### config.mk
export PLATFORM = sky130hd
export DESIGN_NAME = cvm_regs
export DESIGN_NICKNAME = d
export VERILOG_FILES = /design/src/rtl/cvm_pkg.sv /design/src/rtl/cvm_regs.sv /design/src/rtl/cvm_chan.sv
export SDC_FILE = /design/constraint.sdc
export NUM_CORES = 1
export LEC_CHECK = 0
export BUFFER_PORTS_ARGS = -buffer_cell sky130_fd_sc_hd__buf_2
export CORE_AREA = 2 2 256 258
export DETAILED_ROUTE_END_ITERATION = 10
export DIE_AREA = 0 0 258 260
export PLACE_DENSITY = 0.71
export SLEW_MARGIN = 20
export SYNTH_ARGS = -nofsm -noshare
export SYNTH_HDL_FRONTEND = slang
export SYNTH_SLANG_ARGS = --single-unit
### constraint.sdc
create_clock -name sys_clk -period 17.5 [get_ports sys_clk]
set_input_delay 3.5 -clock sys_clk [delete_from_list [all_inputs] [get_ports sys_clk]]
set_output_delay 3.5 -clock sys_clk [all_outputs]
set_load 0.01 [all_outputs]
### src/rtl/cvm_pkg.sv
// Package: register map, reset values, field positions and timing constants
package cvm_pkg;
    localparam int          CVM_NCH          = 8;
    localparam logic [7:0]  CVM_ADDR_GAIN1   = 8'h01;
    localparam logic [7:0]  CVM_ADDR_GAIN8   = 8'h08;
    localparam logic [7:0]  CVM_ADDR_QSTEP   = 8'h09;
    localparam logic [7:0]  CVM_ADDR_SIL     = 8'h0a;
    localparam logic [7:0]  CVM_ADDR_CFG1    = 8'h0b;
    localparam logic [7:0]  CVM_ADDR_CFG2    = 8'h0c;
    localparam logic [7:0]  CVM_RST_GAIN     = 8'hd2;
    localparam logic [7:0]  CVM_RST_QSTEP    = 8'h00;
    localparam logic [7:0]  CVM_RST_SIL      = 8'h00;
    localparam logic [7:0]  CVM_RST_CFG1     = 8'h20;
    localparam logic [7:0]  CVM_RST_CFG2     = 8'h0d;
    localparam int          CVM_POS_PIN_EN   = 5;
    localparam int          CVM_POS_PIN_POL  = 4;
    localparam int          CVM_POS_TMO      = 2;
    localparam int          CVM_POS_MODE     = 0;
    localparam logic [7:0]  CVM_MASK_CFG1    = 8'h3f;
    localparam logic [7:0]  CVM_MASK_CFG2    = 8'h1f;
    // Gain in quarter-dB units, offset so the code 0 maps to -96 dB - ...
    // Effective quarter code = 2*code + qbit; limits in the same units
    localparam logic [8:0]  CVM_QMIN         = 9'h024;
    localparam logic [8:0]  CVM_QMAX         = 9'h1fc;
    localparam int          CVM_CLK_HZ       = 100_000_000;
    localparam int          CVM_TMO_MS [8]   = '{5, 10, 15, 18, 20, 30, 40, 50};
    localparam int          CVM_CYC_PER_MS   = CVM_CLK_HZ / 1000;
    typedef enum logic [1:0] {
        CVM_ZC_NOW  = 2'b00,
        CVM_ZC_DROP = 2'b01,
        CVM_ZC_PUSH = 2'b10,
        CVM_ZC_RSV  = 2'b11
    } cvm_zc_t;
endpackage

### src/rtl/cvm_regs.sv
// Top: channel gain and silence registers with derived effective settings
`timescale 1ns/1ps
module cvm_regs
    import cvm_pkg::*;
#(
    parameter int TMO_SCALE = CVM_CYC_PER_MS
) (
    input  wire logic       sys_clk,
    input  wire logic       rstn,
    input  wire logic       wr_en,
    input  wire logic       rd_en,
    input  wire logic [7:0] addr,
    input  wire logic [7:0] wdata,
    output logic [7:0]      rdata,
    output logic            rvalid,
    input  wire logic       silence_pin,
    input  wire logic [7:0] zero_cross,
    output logic [71:0]     eff_gain_qdb,
    output logic [7:0]      eff_silence
);
    localparam int TW = 23;

    ////////////////////////////////////////////////////////////////////////
    // Helpers
    function automatic logic [8:0] clamp_q(input logic [8:0] q);
        if (q < CVM_QMIN) begin
            clamp_q = CVM_QMIN;
        end else if (q > CVM_QMAX) begin
            clamp_q = CVM_QMAX;
        end else begin
            clamp_q = q;
        end
    endfunction

    function automatic logic [TW-1:0] tmo_cycles(input logic [2:0] code);
        tmo_cycles = TW'(CVM_TMO_MS[code] * TMO_SCALE);
    endfunction

    typedef struct packed {
        logic [7:0][7:0] gain;
        logic [7:0]      qstep;
        logic [7:0]      sil;
        logic [7:0]      cfg1;
        logic [7:0]      cfg2;
        logic [7:0]      rdata;
        logic            rvalid;
        logic [1:0]      pin_sync;
        logic [7:0]      eff_sil;
        logic [71:0]     eff_gain;
    } cvm_st_t;
    cvm_st_t s_q, s_d;

    logic [7:0][8:0] req_q;
    logic [7:0][8:0] applied;
    logic [1:0][7:0] zx_sync_q;
    logic            pin_act;

    ////////////////////////////////////////////////////////////////////////
    // Request values after pair linking, raw (unclamped) quarter codes
    always_comb begin
        for (int c = 0; c < CVM_NCH; c++) begin
            // Linked higher channel takes the lower's code and quarter bit
            if (c[0] && s_q.cfg1[c >> 1]) begin
                req_q[c] = {s_q.gain[c-1], s_q.qstep[c-1]};
            end else begin
                req_q[c] = {s_q.gain[c], s_q.qstep[c]};
            end
        end
    end

    ////////////////////////////////////////////////////////////////////////
    // Per-channel apply engines
    for (genvar g = 0; g < CVM_NCH; g++) begin : g_ch
        cvm_chan #(
            .TW (TW)
        ) u_ch (
            .sys_clk (sys_clk),
            .rstn    (rstn),
            .req_val (req_q[g]),
            .mode    (s_q.cfg2[CVM_POS_MODE +: 2]),
            .tmo_cyc (tmo_cycles(s_q.cfg2[CVM_POS_TMO +: 3])),
            .zero_x  (zx_sync_q[1][g]),
            .applied (applied[g])
        );
    end

    // Zero-cross indications come from the analog side, so synchronise
    always_ff @(posedge sys_clk) begin
        if (!rstn) begin
            zx_sync_q <= '0;
        end else begin
            zx_sync_q[0] <= zero_cross;
            zx_sync_q[1] <= zx_sync_q[0];
        end
    end

    assign pin_act = s_q.cfg1[CVM_POS_PIN_EN] &&
                     (s_q.pin_sync[1] == s_q.cfg1[CVM_POS_PIN_POL]);

    ////////////////////////////////////////////////////////////////////////
    // Register file and outputs
    always_comb begin
        s_d        = s_q;
        s_d.rvalid = 1'b0;
        s_d.pin_sync = {s_q.pin_sync[0], silence_pin};
        if (wr_en) begin
            if (addr >= CVM_ADDR_GAIN1 && addr <= CVM_ADDR_GAIN8) begin
                s_d.gain[3'(addr - CVM_ADDR_GAIN1)] = wdata;
            end else begin
                unique case (addr)
                    CVM_ADDR_QSTEP: s_d.qstep = wdata;
                    CVM_ADDR_SIL:   s_d.sil   = wdata;
                    CVM_ADDR_CFG1:  s_d.cfg1  = wdata & CVM_MASK_CFG1;
                    CVM_ADDR_CFG2:  s_d.cfg2  = wdata & CVM_MASK_CFG2;
                    default:        s_d.cfg2  = s_q.cfg2;
                endcase
            end
        end
        if (rd_en) begin
            s_d.rvalid = 1'b1;
            if (addr >= CVM_ADDR_GAIN1 && addr <= CVM_ADDR_GAIN8) begin
                s_d.rdata = s_q.gain[3'(addr - CVM_ADDR_GAIN1)];
            end else begin
                unique case (addr)
                    CVM_ADDR_QSTEP: s_d.rdata = s_q.qstep;
                    CVM_ADDR_SIL:   s_d.rdata = s_q.sil;
                    CVM_ADDR_CFG1:  s_d.rdata = s_q.cfg1;
                    CVM_ADDR_CFG2:  s_d.rdata = s_q.cfg2;
                    default:        s_d.rdata = 8'h00;
                endcase
            end
        end
        for (int c = 0; c < CVM_NCH; c++) begin
            // Silence bypasses zero-cross timing
            if (c[0] && s_q.cfg1[c >> 1]) begin
                s_d.eff_sil[c] = s_q.sil[c-1] | pin_act;
            end else begin
                s_d.eff_sil[c] = s_q.sil[c] | pin_act;
            end
            s_d.eff_gain[c*9 +: 9] = clamp_q(applied[c]);
        end
    end

    always_ff @(posedge sys_clk) begin
        if (!rstn) begin
            s_q.gain     <= {CVM_NCH{CVM_RST_GAIN}};
            s_q.qstep    <= CVM_RST_QSTEP;
            s_q.sil      <= CVM_RST_SIL;
            s_q.cfg1     <= CVM_RST_CFG1;
            s_q.cfg2     <= CVM_RST_CFG2;
            s_q.rdata    <= 8'h00;
            s_q.rvalid   <= 1'b0;
            s_q.pin_sync <= 2'b11;
            s_q.eff_sil  <= 8'h00;
            s_q.eff_gain <= {CVM_NCH{CVM_RST_GAIN, 1'b0}};
        end else begin
            s_q <= s_d;
        end
    end

    assign rdata        = s_q.rdata;
    assign rvalid       = s_q.rvalid;
    assign eff_silence  = s_q.eff_sil;
    assign eff_gain_qdb = s_q.eff_gain;
endmodule // cvm_regs

### src/rtl/cvm_chan.sv
// One channel's zero-cross apply logic: pending value, deadline timer
`timescale 1ns/1ps
module cvm_chan
    import cvm_pkg::*;
#(
    parameter int TW = 23
) (
    input  wire logic          sys_clk,
    input  wire logic          rstn,
    input  wire logic [8:0]    req_val,
    input  wire logic [1:0]    mode,
    input  wire logic [TW-1:0] tmo_cyc,
    input  wire logic          zero_x,
    output logic [8:0]         applied
);
    typedef struct packed {
        logic [8:0]    app;
        logic [8:0]    pend;
        logic          busy;
        logic [TW-1:0] cnt;
        logic [8:0]    last;
    } cvm_chs_t;
    cvm_chs_t s_q, s_d;

    always_comb begin
        s_d = s_q;
        if (s_q.busy) begin
            s_d.cnt = s_q.cnt + 1'b1;
        end
        if (s_q.busy && (zero_x || s_q.cnt >= tmo_cyc)) begin
            s_d.app  = s_q.pend;
            s_d.busy = 1'b0;
        end
        if (req_val != s_q.last) begin
            s_d.last = req_val;
            unique case (mode)
                CVM_ZC_NOW, CVM_ZC_RSV: begin
                    // Reserved code handled as immediate, safest choice
                    s_d.app  = req_val;
                    s_d.busy = 1'b0;
                end
                CVM_ZC_DROP: begin
                    // Older pending value simply overwritten
                    s_d.pend = req_val;
                    s_d.busy = 1'b1;
                    s_d.cnt  = '0;
                end
                CVM_ZC_PUSH: begin
                    if (s_q.busy) begin
                        s_d.app = s_q.pend;
                    end
                    s_d.pend = req_val;
                    s_d.busy = 1'b1;
                    s_d.cnt  = '0;
                end
            endcase
        end else if (mode == CVM_ZC_NOW) begin
            if (s_q.busy) begin
                s_d.app  = s_q.pend;
                s_d.busy = 1'b0;
            end
        end
    end

    always_ff @(posedge sys_clk) begin
        if (!rstn) begin
            s_q.app  <= {CVM_RST_GAIN, 1'b0};
            s_q.pend <= {CVM_RST_GAIN, 1'b0};
            s_q.last <= {CVM_RST_GAIN, 1'b0};
            s_q.busy <= 1'b0;
            s_q.cnt  <= '0;
        end else begin
            s_q <= s_d;
        end
    end

    assign applied = s_q.app;
endmodule // cvm_chan

# Word level (Yosys, flattened, before mapping)
# Memories as Yosys holds them, arrays and structs flattened.
# Index checks and enable logic that the tools add are counted.
[op_classes]
bitwise = 11
mul = 1
order_cmp = 29
n_addsub = 9
muxes = 131
eq_ne = 16
reduce_logical = 51
[op_table]
columns = ["op", "n"]
rows = [
  ["$mux W9", 52],
  ["$mux W23", 16],
  ["$mux W32", 10],
  ["$add A23 B1 Y23 const B", 8],
  ["$ge A23 B23 Y1", 8],
  ["$pmux W9 S2", 8],
  ["$gt A9 B9 Y1 const B", 8],
  ["$lt A9 B6 Y1 const B", 8],
  ["$ne A9 B9 Y1", 8],
  ["$bwmux W64", 1],
  ["$mux W1", 37],
  ["$eq A8 B4 Y1 const B", 4],
  ["$mul A32 B13 Y18 const B", 1],
  ["$pmux W8 S4", 1],
  ["$bmux W8 S3", 1],
  ["$demux W8 S3", 1],
  ["$mux W8", 3],
  ["$reduce_or A3 Y1", 8],
  ["$reduce_or A2 Y1", 10],
  ["$reduce_and A2 Y1", 9],
  ["$reduce_and A3 Y1", 4],
  ["$logic_and A1 B1 Y1", 11],
  ["$ge A8 B1 Y1 const B", 1],
  ["$le A8 B4 Y1 const B", 1],
  ["13 further kinds", 29],
]
[totals]
elab_cells = 324
mem_bits_ro = 256
regBits = 606
mem_count = 1
[mem_list]
columns = ["name", "words", "width", "rd", "rd_clocked_by_memory_dff", "write_ports", "line", "text"]
rows = [
  ["(no name shown)", 8, 32, 1, 0, 0, "cvm_regs.sv:36", "tmo_cycles = TW'(CVM_TMO_MS[code] * TMO_SCALE);"],
]

# Longest topological paths before layout
# Gate-level depths: netlist (run 1).
[logic_depth]
word_depth = 12
ltp_mapped = 28
ltp_nobuf = 26

# By module
# From an unflattened synthesis (run 1), not the netlist that was laid out.
[unflattened]
hier_cells = 4073
area_unflattened_um2 = 35589.1
[modules_own_cells]
columns = ["mod", "instances", "area_each_um2", "cells_per_inst"]
rows = [
  ["cvm_chan", 8, 3238.1, 390],
  ["cvm_regs", 1, 9684.3, 953],
]

# Least setup slack after synthesis (run 1)
# No wires, ideal clock.
[synth_path]
kind = "reg2reg"
from = "register s_q[94] (netlist bit)"
to = "register g_ch[5].u_ch.s_q, in the netlist g_ch[5].u_ch.applied[2]"
t_required_ps = 17380
synth_period_minus_slack_ps = 6509
setup_ps = 120
path_buffers = 0
path_stages_with_launch = 24
arrival_time_ps = 6389
path_slack_ps = 10991
cell_sequence = "dfxtp_1 -> inv_1 -> ha_1 -> ha_1 -> ha_1 -> ha_1 -> inv_1 -> fa_1 -> inv_1 -> ha_1 -> a211o_1 -> o22ai_4 -> xor2_1 -> ha_1 -> and2_0 -> a221oi_1 -> o211ai_1 -> a31oi_1 -> o31ai_1 -> maj3_1 -> a31o_2 -> o211ai_2 -> mux2_2 -> a211o_1"
[synth_via]
elab_chain_cells = 12
[synth_rtl]
columns = ["element", "line", "text"]
rows = [
  ["start: declaration", "cvm_regs.sv:51", "cvm_st_t s_q, s_d;"],
  ["$not A3 Y4 (not written as such) (*)", "cvm_regs.sv:36", ""],
  ["$mem_v2 Z8 W32 (*)", "-", ""],
  ["$mux W32 (*) (2 in series)", "-", ""],
  ["$mul A32 B13 Y18 (*)", "-", ""],
  ["$ge A23 B23 Y1 (*)", "cvm_chan.sv:30", "if (s_q.busy && (zero_x || s_q.cnt >= tmo_cyc)) begin"],
  ["$logic_or A1 B1 Y1 (*)", "cvm_chan.sv:30", ""],
  ["$logic_and A1 B1 Y1 (*)", "cvm_chan.sv:30", ""],
  ["$mux W9 (*)", "cvm_chan.sv:30", ""],
  ["$mux W9", "cvm_chan.sv:49, cvm_chan.sv:58", ""],
  ["$pmux W9 S2 or $mux W9 (tied branches)", "cvm_chan.sv:36, cvm_chan.sv:57", ""],
  ["$mux W9 (*)", "cvm_chan.sv:34", "if (req_val != s_q.last) begin"],
  ["end: declaration", "cvm_chan.sv:23", "cvm_chs_t s_q, s_d;"],
]
# Every way passes the cells marked *; elsewhere a longest branch is shown, timed or not. The select of a mux whose other input is x is not followed.
# A chain may end at the register's enable or synchronous reset.

# Worst setup path in the final report (run 1)
[layout_path]
from = "register s_q[95] (netlist bit)"
to = "register g_ch[7].u_ch.s_q, in the netlist g_ch[7].u_ch.applied[0]"
[layout_via]
elab_chain_cells = 12
[layout_rtl]
columns = ["element", "line"]
rows = [
  ["$not A3 Y4 (not written as such) (*)", "cvm_regs.sv:36"],
  ["$mem_v2 Z8 W32 (*)", "-"],
  ["$mux W32 (not written as such) (*) (2 in series)", "cvm_regs.sv:36"],
  ["$mul A32 B13 Y18 (*)", "cvm_regs.sv:36"],
  ["$ge A23 B23 Y1 (*)", "cvm_chan.sv:30"],
  ["$logic_or A1 B1 Y1 (*)", "cvm_chan.sv:30"],
  ["$logic_and A1 B1 Y1 (*)", "cvm_chan.sv:30"],
  ["$mux W9 (*)", "cvm_chan.sv:30"],
  ["$mux W9", "cvm_chan.sv:49, cvm_chan.sv:58"],
  ["$pmux W9 S2 or $mux W9 (tied branches)", "cvm_chan.sv:36, cvm_chan.sv:57"],
  ["$mux W9 (*)", "cvm_chan.sv:34"],
  ["end: declaration", "cvm_chan.sv:23"],
]
# Marks and branches as above.

==> run metrics, run 1 <==
max-cap violations=0; Final min period=between 7000 and 8000 ps; setup violators final=0; final slew viol count=0; final net count=roughly 3.8k; Syn Std Cell Area=about 32000 sq um; Synth Instances=3688; Die Span Y=260 microns; most used cell, CP=ha_1; Clock Path Buffers=3; post-CTS sizing=0; static leakage=14.42 nW; Post-CTS Setup Bufs=0; post-synthesis cell type count=around 90; Via density=5.781; drt first pass iters=6; vias after detailed routing=26.21k; largest net degree at the start of global routing=approximately 150; family with the most delay on the worst path=adder cells; Mapped Nets=3893; YS warnings=0; Hold Crit Class=reg2reg; clock sink total=606; M2 GR Usage=about two fifths; layout overhead on the synthesized area=9.057%; GRT busiest layer=met2; Worst Setup SP=s_q[95]; worst-skew pair later-pin latency=about 630 ps; DR iter-0 viols=roughly 2.1k; Clock transition at path regs=~60 ps; row cnt=93; Worst R2R Setup Slack=10020 ps; Placer Congestion=just over 0.9; final count of hold timing violations=0; GRT overflow=0; CP endpoint=g_ch[7].u_ch.applied[0]; Setup crit end kind=flop; outcome=complete, no violations; Slowest-stage cell, CP=inv_1; TritonCTS Buffers=67; Initial Utilization=50.59%; antenna viol nets, final=0; CP arrival=slightly below 8000 ps; Synth area leader=dfxtp_1; setup TNS=0 ps; met3 Use GR=3.986%; Synth top area share=37.40%; RSZ-0062 raised after global routing=no; Slew @ Worst Pin=1122 ps; register area share after synthesis=37.40%; Async S/R FF share, synth=0%; fin crit share=42.74%; die extent in x=between 200 and 300 microns; Die ar.=67080 sq um; PwrDens=85.99 nW/um^2; HPWL after detailed placement=57330 microns; global-route wire length before repair=133100 microns; CP Depth=25; drt wl/cell=18.47 microns; worst endpoint required time=17990 ps; number of antenna cells inserted=0; Max IR drop VDD=0.00006970 V; core region area=~64000 sq um; Area contributors post-synth=dfxtp_1 (37%), mux2i_1 (8.9%), ha_1 (6.6%); critical path class=reg2reg; Post-synth EDFFs=0; Reg2Reg Launch Point=s_q[95]; final WL=approximately 84000 microns; Ports=between 100 and 150; Yosys reg bits=606; port buffer count=117; syn_area_per_cell=8.795 sq um; FMAX=around 0.13 GHz; slowest stage delay, CP=~640 ps; Root Driver=clkbuf_16; grt met1 use=33.03%; initial antenna violation count=1; layout cells sized above 1=8.644%; CTS H-tree depth=3; CP Launch Type=flop; vias in the first global route=24.33k; GRT Util Overall=24.44%; CTS tree=yes; Remaining DRCs=0; Slew HR=25.17%; Synth Flop Type=dfxtp_1; Final Skew=24.57 ps; Crit Reg-Reg Endpoint=g_ch[7].u_ch.applied[0]; WP buf/inv=2; worst hold slack=419.3 ps; Hold-fix buffers, CTS=0; Critical Path Fanout Max=14; Reg2Reg Depth=25
cells in the mapped netlist, drive strengths merged, types with 17 or more instances:
library cell / number
or3: 26
nor2: 407
mux2i: 291
clkbuf: 141
and3: 47
o21ai: 94
a21oi: 167
o211ai: 45
nor3: 57
mux2: 25
nand4: 64
nand3: 101
and2: 100
o31ai: 17
nand2: 325
inv: 103
xnor2: 108
o22ai: 51
a211oi: 36
a211o: 35
buf: 134
a221oi: 20
ha: 172
a31oi: 32
xor2: 149
dfxtp: 606
a21o: 17
nand2b: 79
nor2b: 17
metrics by stage:
step / worst slack, ps / total power [mW] / std cells / utilization (%) / cell area, sq um
after CTS: 10040 / 3.065 / 4534 / 55.13 / 35350
after floorplan: 10990 / 1.510 / 3688 / - / 32440
after global placement: 10270 / 1.540 / 4413 / 51.40 / 32950
after global routing: 9583 / 3.132 / 4534 / 55.17 / 35370
after detailed placement: 10060 / 1.541 / 4413 / 51.40 / 32950
final: 10020 / 3.042 / 4534 / 55.17 / 35370
kinds of logic after synthesis:
kind of cell | share of synthesized area, %
multiplexers | 9.871
AND/OR/NAND/NOR | 18.71
buffers and inverters | 5.555
adder cells (fa/ha/maj) | 7.075
flip-flops | 37.40
XOR/XNOR | 7.067
AO/OA/AOI/OAI | 14.32
cell type report:
class,count,area [sq um]
fill,5710,28740
clock buffer,91,1929
timing repair buffer,145,814.5
clock inverter,30,465.4
tap,855,1070
sequential,606,12130
inverter,103,391.6
multi-input combinational,2704,18570
worst min-delay path by stage:
stage / endpoint / slack (ps) / startpoint / cells past startpoint
finish: s_q[81] / 420 / s_d[81] / 1
global route: s_q[81] / 450 / s_d[81] / 1
CTS: s_q[81] / 420 / s_d[81] / 1
detailed placement: s_q[81] / 400 / s_d[81] / 1
global placement: s_q[81] / 400 / s_d[81] / 1
floorplan: s_q[81] / 390 / s_d[81] / 1
state kept, by name (all words and copies together), names as in the netlist:
signal and cells:
g_ch.u_ch.s_q 336, g_ch.u_ch.applied 72, s_d 1, s_q 56, eff_silence 8, rvalid 1, zx_sync_q 16, eff_gain_qdb 72
req_q 36, rdata 8
routing by layer:
| metal | routed length [microns] | vias to the layer above | share of wire [%] |
|---|---|---|---|
| met3 | 5020 | 151 | 6.0 |
| li1 | - | 12780 | - |
| met2 | 38010 | 772 | 45 |
| met1 | 38130 | 12500 | 46 |
| met4 | 2584 | 2 | 3.1 |
| met5 | 13 | - | 0.016 |
report_power, final:
group          switching (mW)  leakage (nW)  internal (mW)
sequential             0.0136          4.89           1.39
clock                   0.590          1.18          0.939
combinational          0.0729          8.35         0.0352
cell usage in the layout, fill, tap and decap left out, types with 47 or more instances in the layout:
cell       count
a21oi_1      164
and2_1        98
and3_1        47
buf_2        116
clkbuf_16     69
dfxtp_1      606
ha_1         171
inv_1        101
mux2i_1      290
nand2_1      325
nand2b_1      79
nand3_1      101
nand4_1       64
nor2_1       405
nor3_1        57
o21ai_0       73
o22ai_1       50
xnor2_1      104
xor2_1       148
worst reg2reg max path, delay by kind of cell, from the launching register on:
kind            cells  cell delay [ps]
buf+inv             2              910
fa+ha+maj           8             2450
simple gates        4              870
xor+xnor            1              440
compound gates     10             2230
flops               1              450
Power figures use the tool's default switching activity.
==> run 2, diff against run 1 <==
ABC_AREA = 1   (was unset)
CORE_AREA = 2 2 261 263   (was 2 2 256 258)
DIE_AREA = 0 0 263 265   (was 0 0 258 260)
PLACE_DENSITY = 0.74   (was 0.71)
clock period = 6.2 ns   (was 17.5 ns; I/O delays follow)
==> run 2 against run 1 <==
  * Count of clock-buffer cells in the layout shrank 1
  * Worst hold slack got worse by 7.1 ps
  * Clock skew is 1.2 ps higher
  * Core utilization increased by 0.065 points
==> run metrics, run 2 <==
setup violators final=0; vias in the first global route=29.00k; Ports=approximately 120; DR iter-0 viols=2875; clock sink total=606; final WL=approximately 97000 microns; commonest non-fill, non-tap cell in the layout=nand2_1; Hold-fix buffers, CTS=0; port buffer count=about 120; drt first pass iters=5; HPWL after detailed placement=66960 microns; most frequent cells in the layout=nand2_1 (920), dfxtp_1 (605), inv_1 (534); Final min period=5827 ps; Synth top cells by count=nand2_1 (920), dfxtp_1 (606), inv_1 (536); final net count=4921; pre-CTS setup slack=233.8 ps; largest net degree at the start of global routing=74; Root Driver=clkbuf_16; Hold Crit Class=reg2reg; die extent in x=263 microns; row cnt=95; initial antenna violation count=1; Critical Path Fanout Max=11; family with the most delay on the worst path=adder cells; CP arrival=~6300 ps; static leakage=~17 nW; YS warnings=0; fin crit share=93.98%; Synth Instances=4753; Slowest-stage cell, CP=fa_1; dpl cells=5519; GRT Util Overall=around 27%; outcome=complete, no violations; Synth area leader=dfxtp_1; final slew viol count=0; max-cap violations=0; Async S/R FF share, synth=0%; Worst R2R Setup Slack=370 ps; post-synthesis cell type count=60; Remaining DRCs=0; register area share after synthesis=35.78%; Post-CTS Setup Bufs=0; setup TNS=0 ps; count leader, synth=nand2_1; core region area=66800 sq um; Setup crit end kind=flop; syn_area_per_cell=7.133 sq um; Syn Std Cell Area=33900 sq um; final count of hold timing violations=0; Slew HR=about a quarter; CTS H-tree depth=3; layout cells sized above 1=9.434%; Final Skew=about 26 ps; Yosys reg bits=about 600; max FFs per register=336; CTS tree=yes; Synth top area share=a little over a third; Via density=5.566; TritonCTS Buffers=68; worst endpoint required time=between 6000 and 7000 ps; GRT overflow=0; worst-skew pair later-pin latency=630 ps; Slew @ Worst Pin=between 1000 and 1500 ps; Placer Congestion=0.9960; critical path class=reg2reg; CP Launch Type=flop; drt wl/cell=around 17 microns; Synth Flop Type=dfxtp_1; vias after detailed routing=31.41k; layout overhead on the synthesized area=8.835%; RSZ-0062 raised after global routing=no; Clock Path Buffers=3; antenna viol nets, final=0; largest register by flop count=g_ch.u_ch.s_q; Finished Layout Cells=5643; Initial Utilization=50.75%; Clock transition at path regs=60 ps; Post-synth EDFFs=0; Max IR drop VDD=0.0002219 V; PwrDens=241.8 nW/um^2; setup ws final=373.1 ps; global-route wire length before repair=153300 microns; slowest stage delay, CP=540 ps; Area contributors post-synth=dfxtp_1 (36%), nand2_1 (10%), ha_1 (6.3%); post-CTS sizing=0; FMAX=0.1716 GHz; number of antenna cells inserted=0; WP buf/inv=4; most used cell, CP=nand2_1; Mapped Nets=about 5.0k; Die ar.=69700 sq um; Die Span Y=265 microns
==> run 2: final timing paths <==
check,startpoint,endpoint,cells past startpoint
min reg2reg,s_d[81],s_q[81],1
max reg2reg,s_q[94],g_ch[6].u_ch.applied[1],31
max,s_q[94],g_ch[6].u_ch.applied[1],31
min,s_d[81],s_q[81],1
==> run 2: per-layer routing <==
layer	global-route usage, %	share of wire, %
met5	0	0
met3	4.162	7.7
met1	35.80	43
met4	12.90	4.5
met2	43.54	44
==> run 2: metrics by stage <==
step / utilization, % / total power, mW / cell area, sq um / hold WS [ps]
final: 55.24 / 8.924 / 36900 / 412.2
after floorplan: - / 4.455 / 33900 / 390.5
after detailed placement: 51.57 / 4.588 / 34450 / 400.6
after global placement: 51.57 / 4.581 / 34450 / 400.8
after CTS: 55.21 / 8.975 / 36880 / 415.6
after global routing: 55.24 / 9.195 / 36900 / 443.4
==> run 2: kinds of logic after synthesis <==
| logic type | Yosys count | share of synthesized area [%] |
|---|---|---|
| compound gates | 786 | 13.19 |
| xor+xnor | 207 | 5.347 |
| fa+ha+maj | 176 | 6.584 |
| buf+inv | 831 | 10.68 |
| flops | 606 | 35.78 |
| mux | 15 | 0.4428 |
| simple gates | 2132 | 27.97 |
==> run 2: power by group <==
part / leakage [nW] / internal [mW] / switching [mW]
registers: 4.90 / 3.96 / 0.0598
clock network: 1.18 / 2.66 / 1.75
logic: 10.5 / 0.139 / 0.357
==> run 2: layout make-up <==
type	count	area, sq um
Tap cell	873	1092
Timing Repair Buffer	166	962.2
Fill cell	6350	29900
Multi-Input combinational cell	3316	18180
Inverter	558	2101
Sequential cell	606	12130
Clock inverter	34	554.3
Clock buffer	90	1874
==> run 2: worst reg2reg max path, delay by kind of cell (launching register included) <==
family,cells,cell delay [ps]
AOI/OAI and AO/OA,2,150
xor gates and xnor gates,1,160
adders and majority gates,7,2520
DFF,1,390
buffers and inverters,4,460
and+or+nand+nor,17,1960
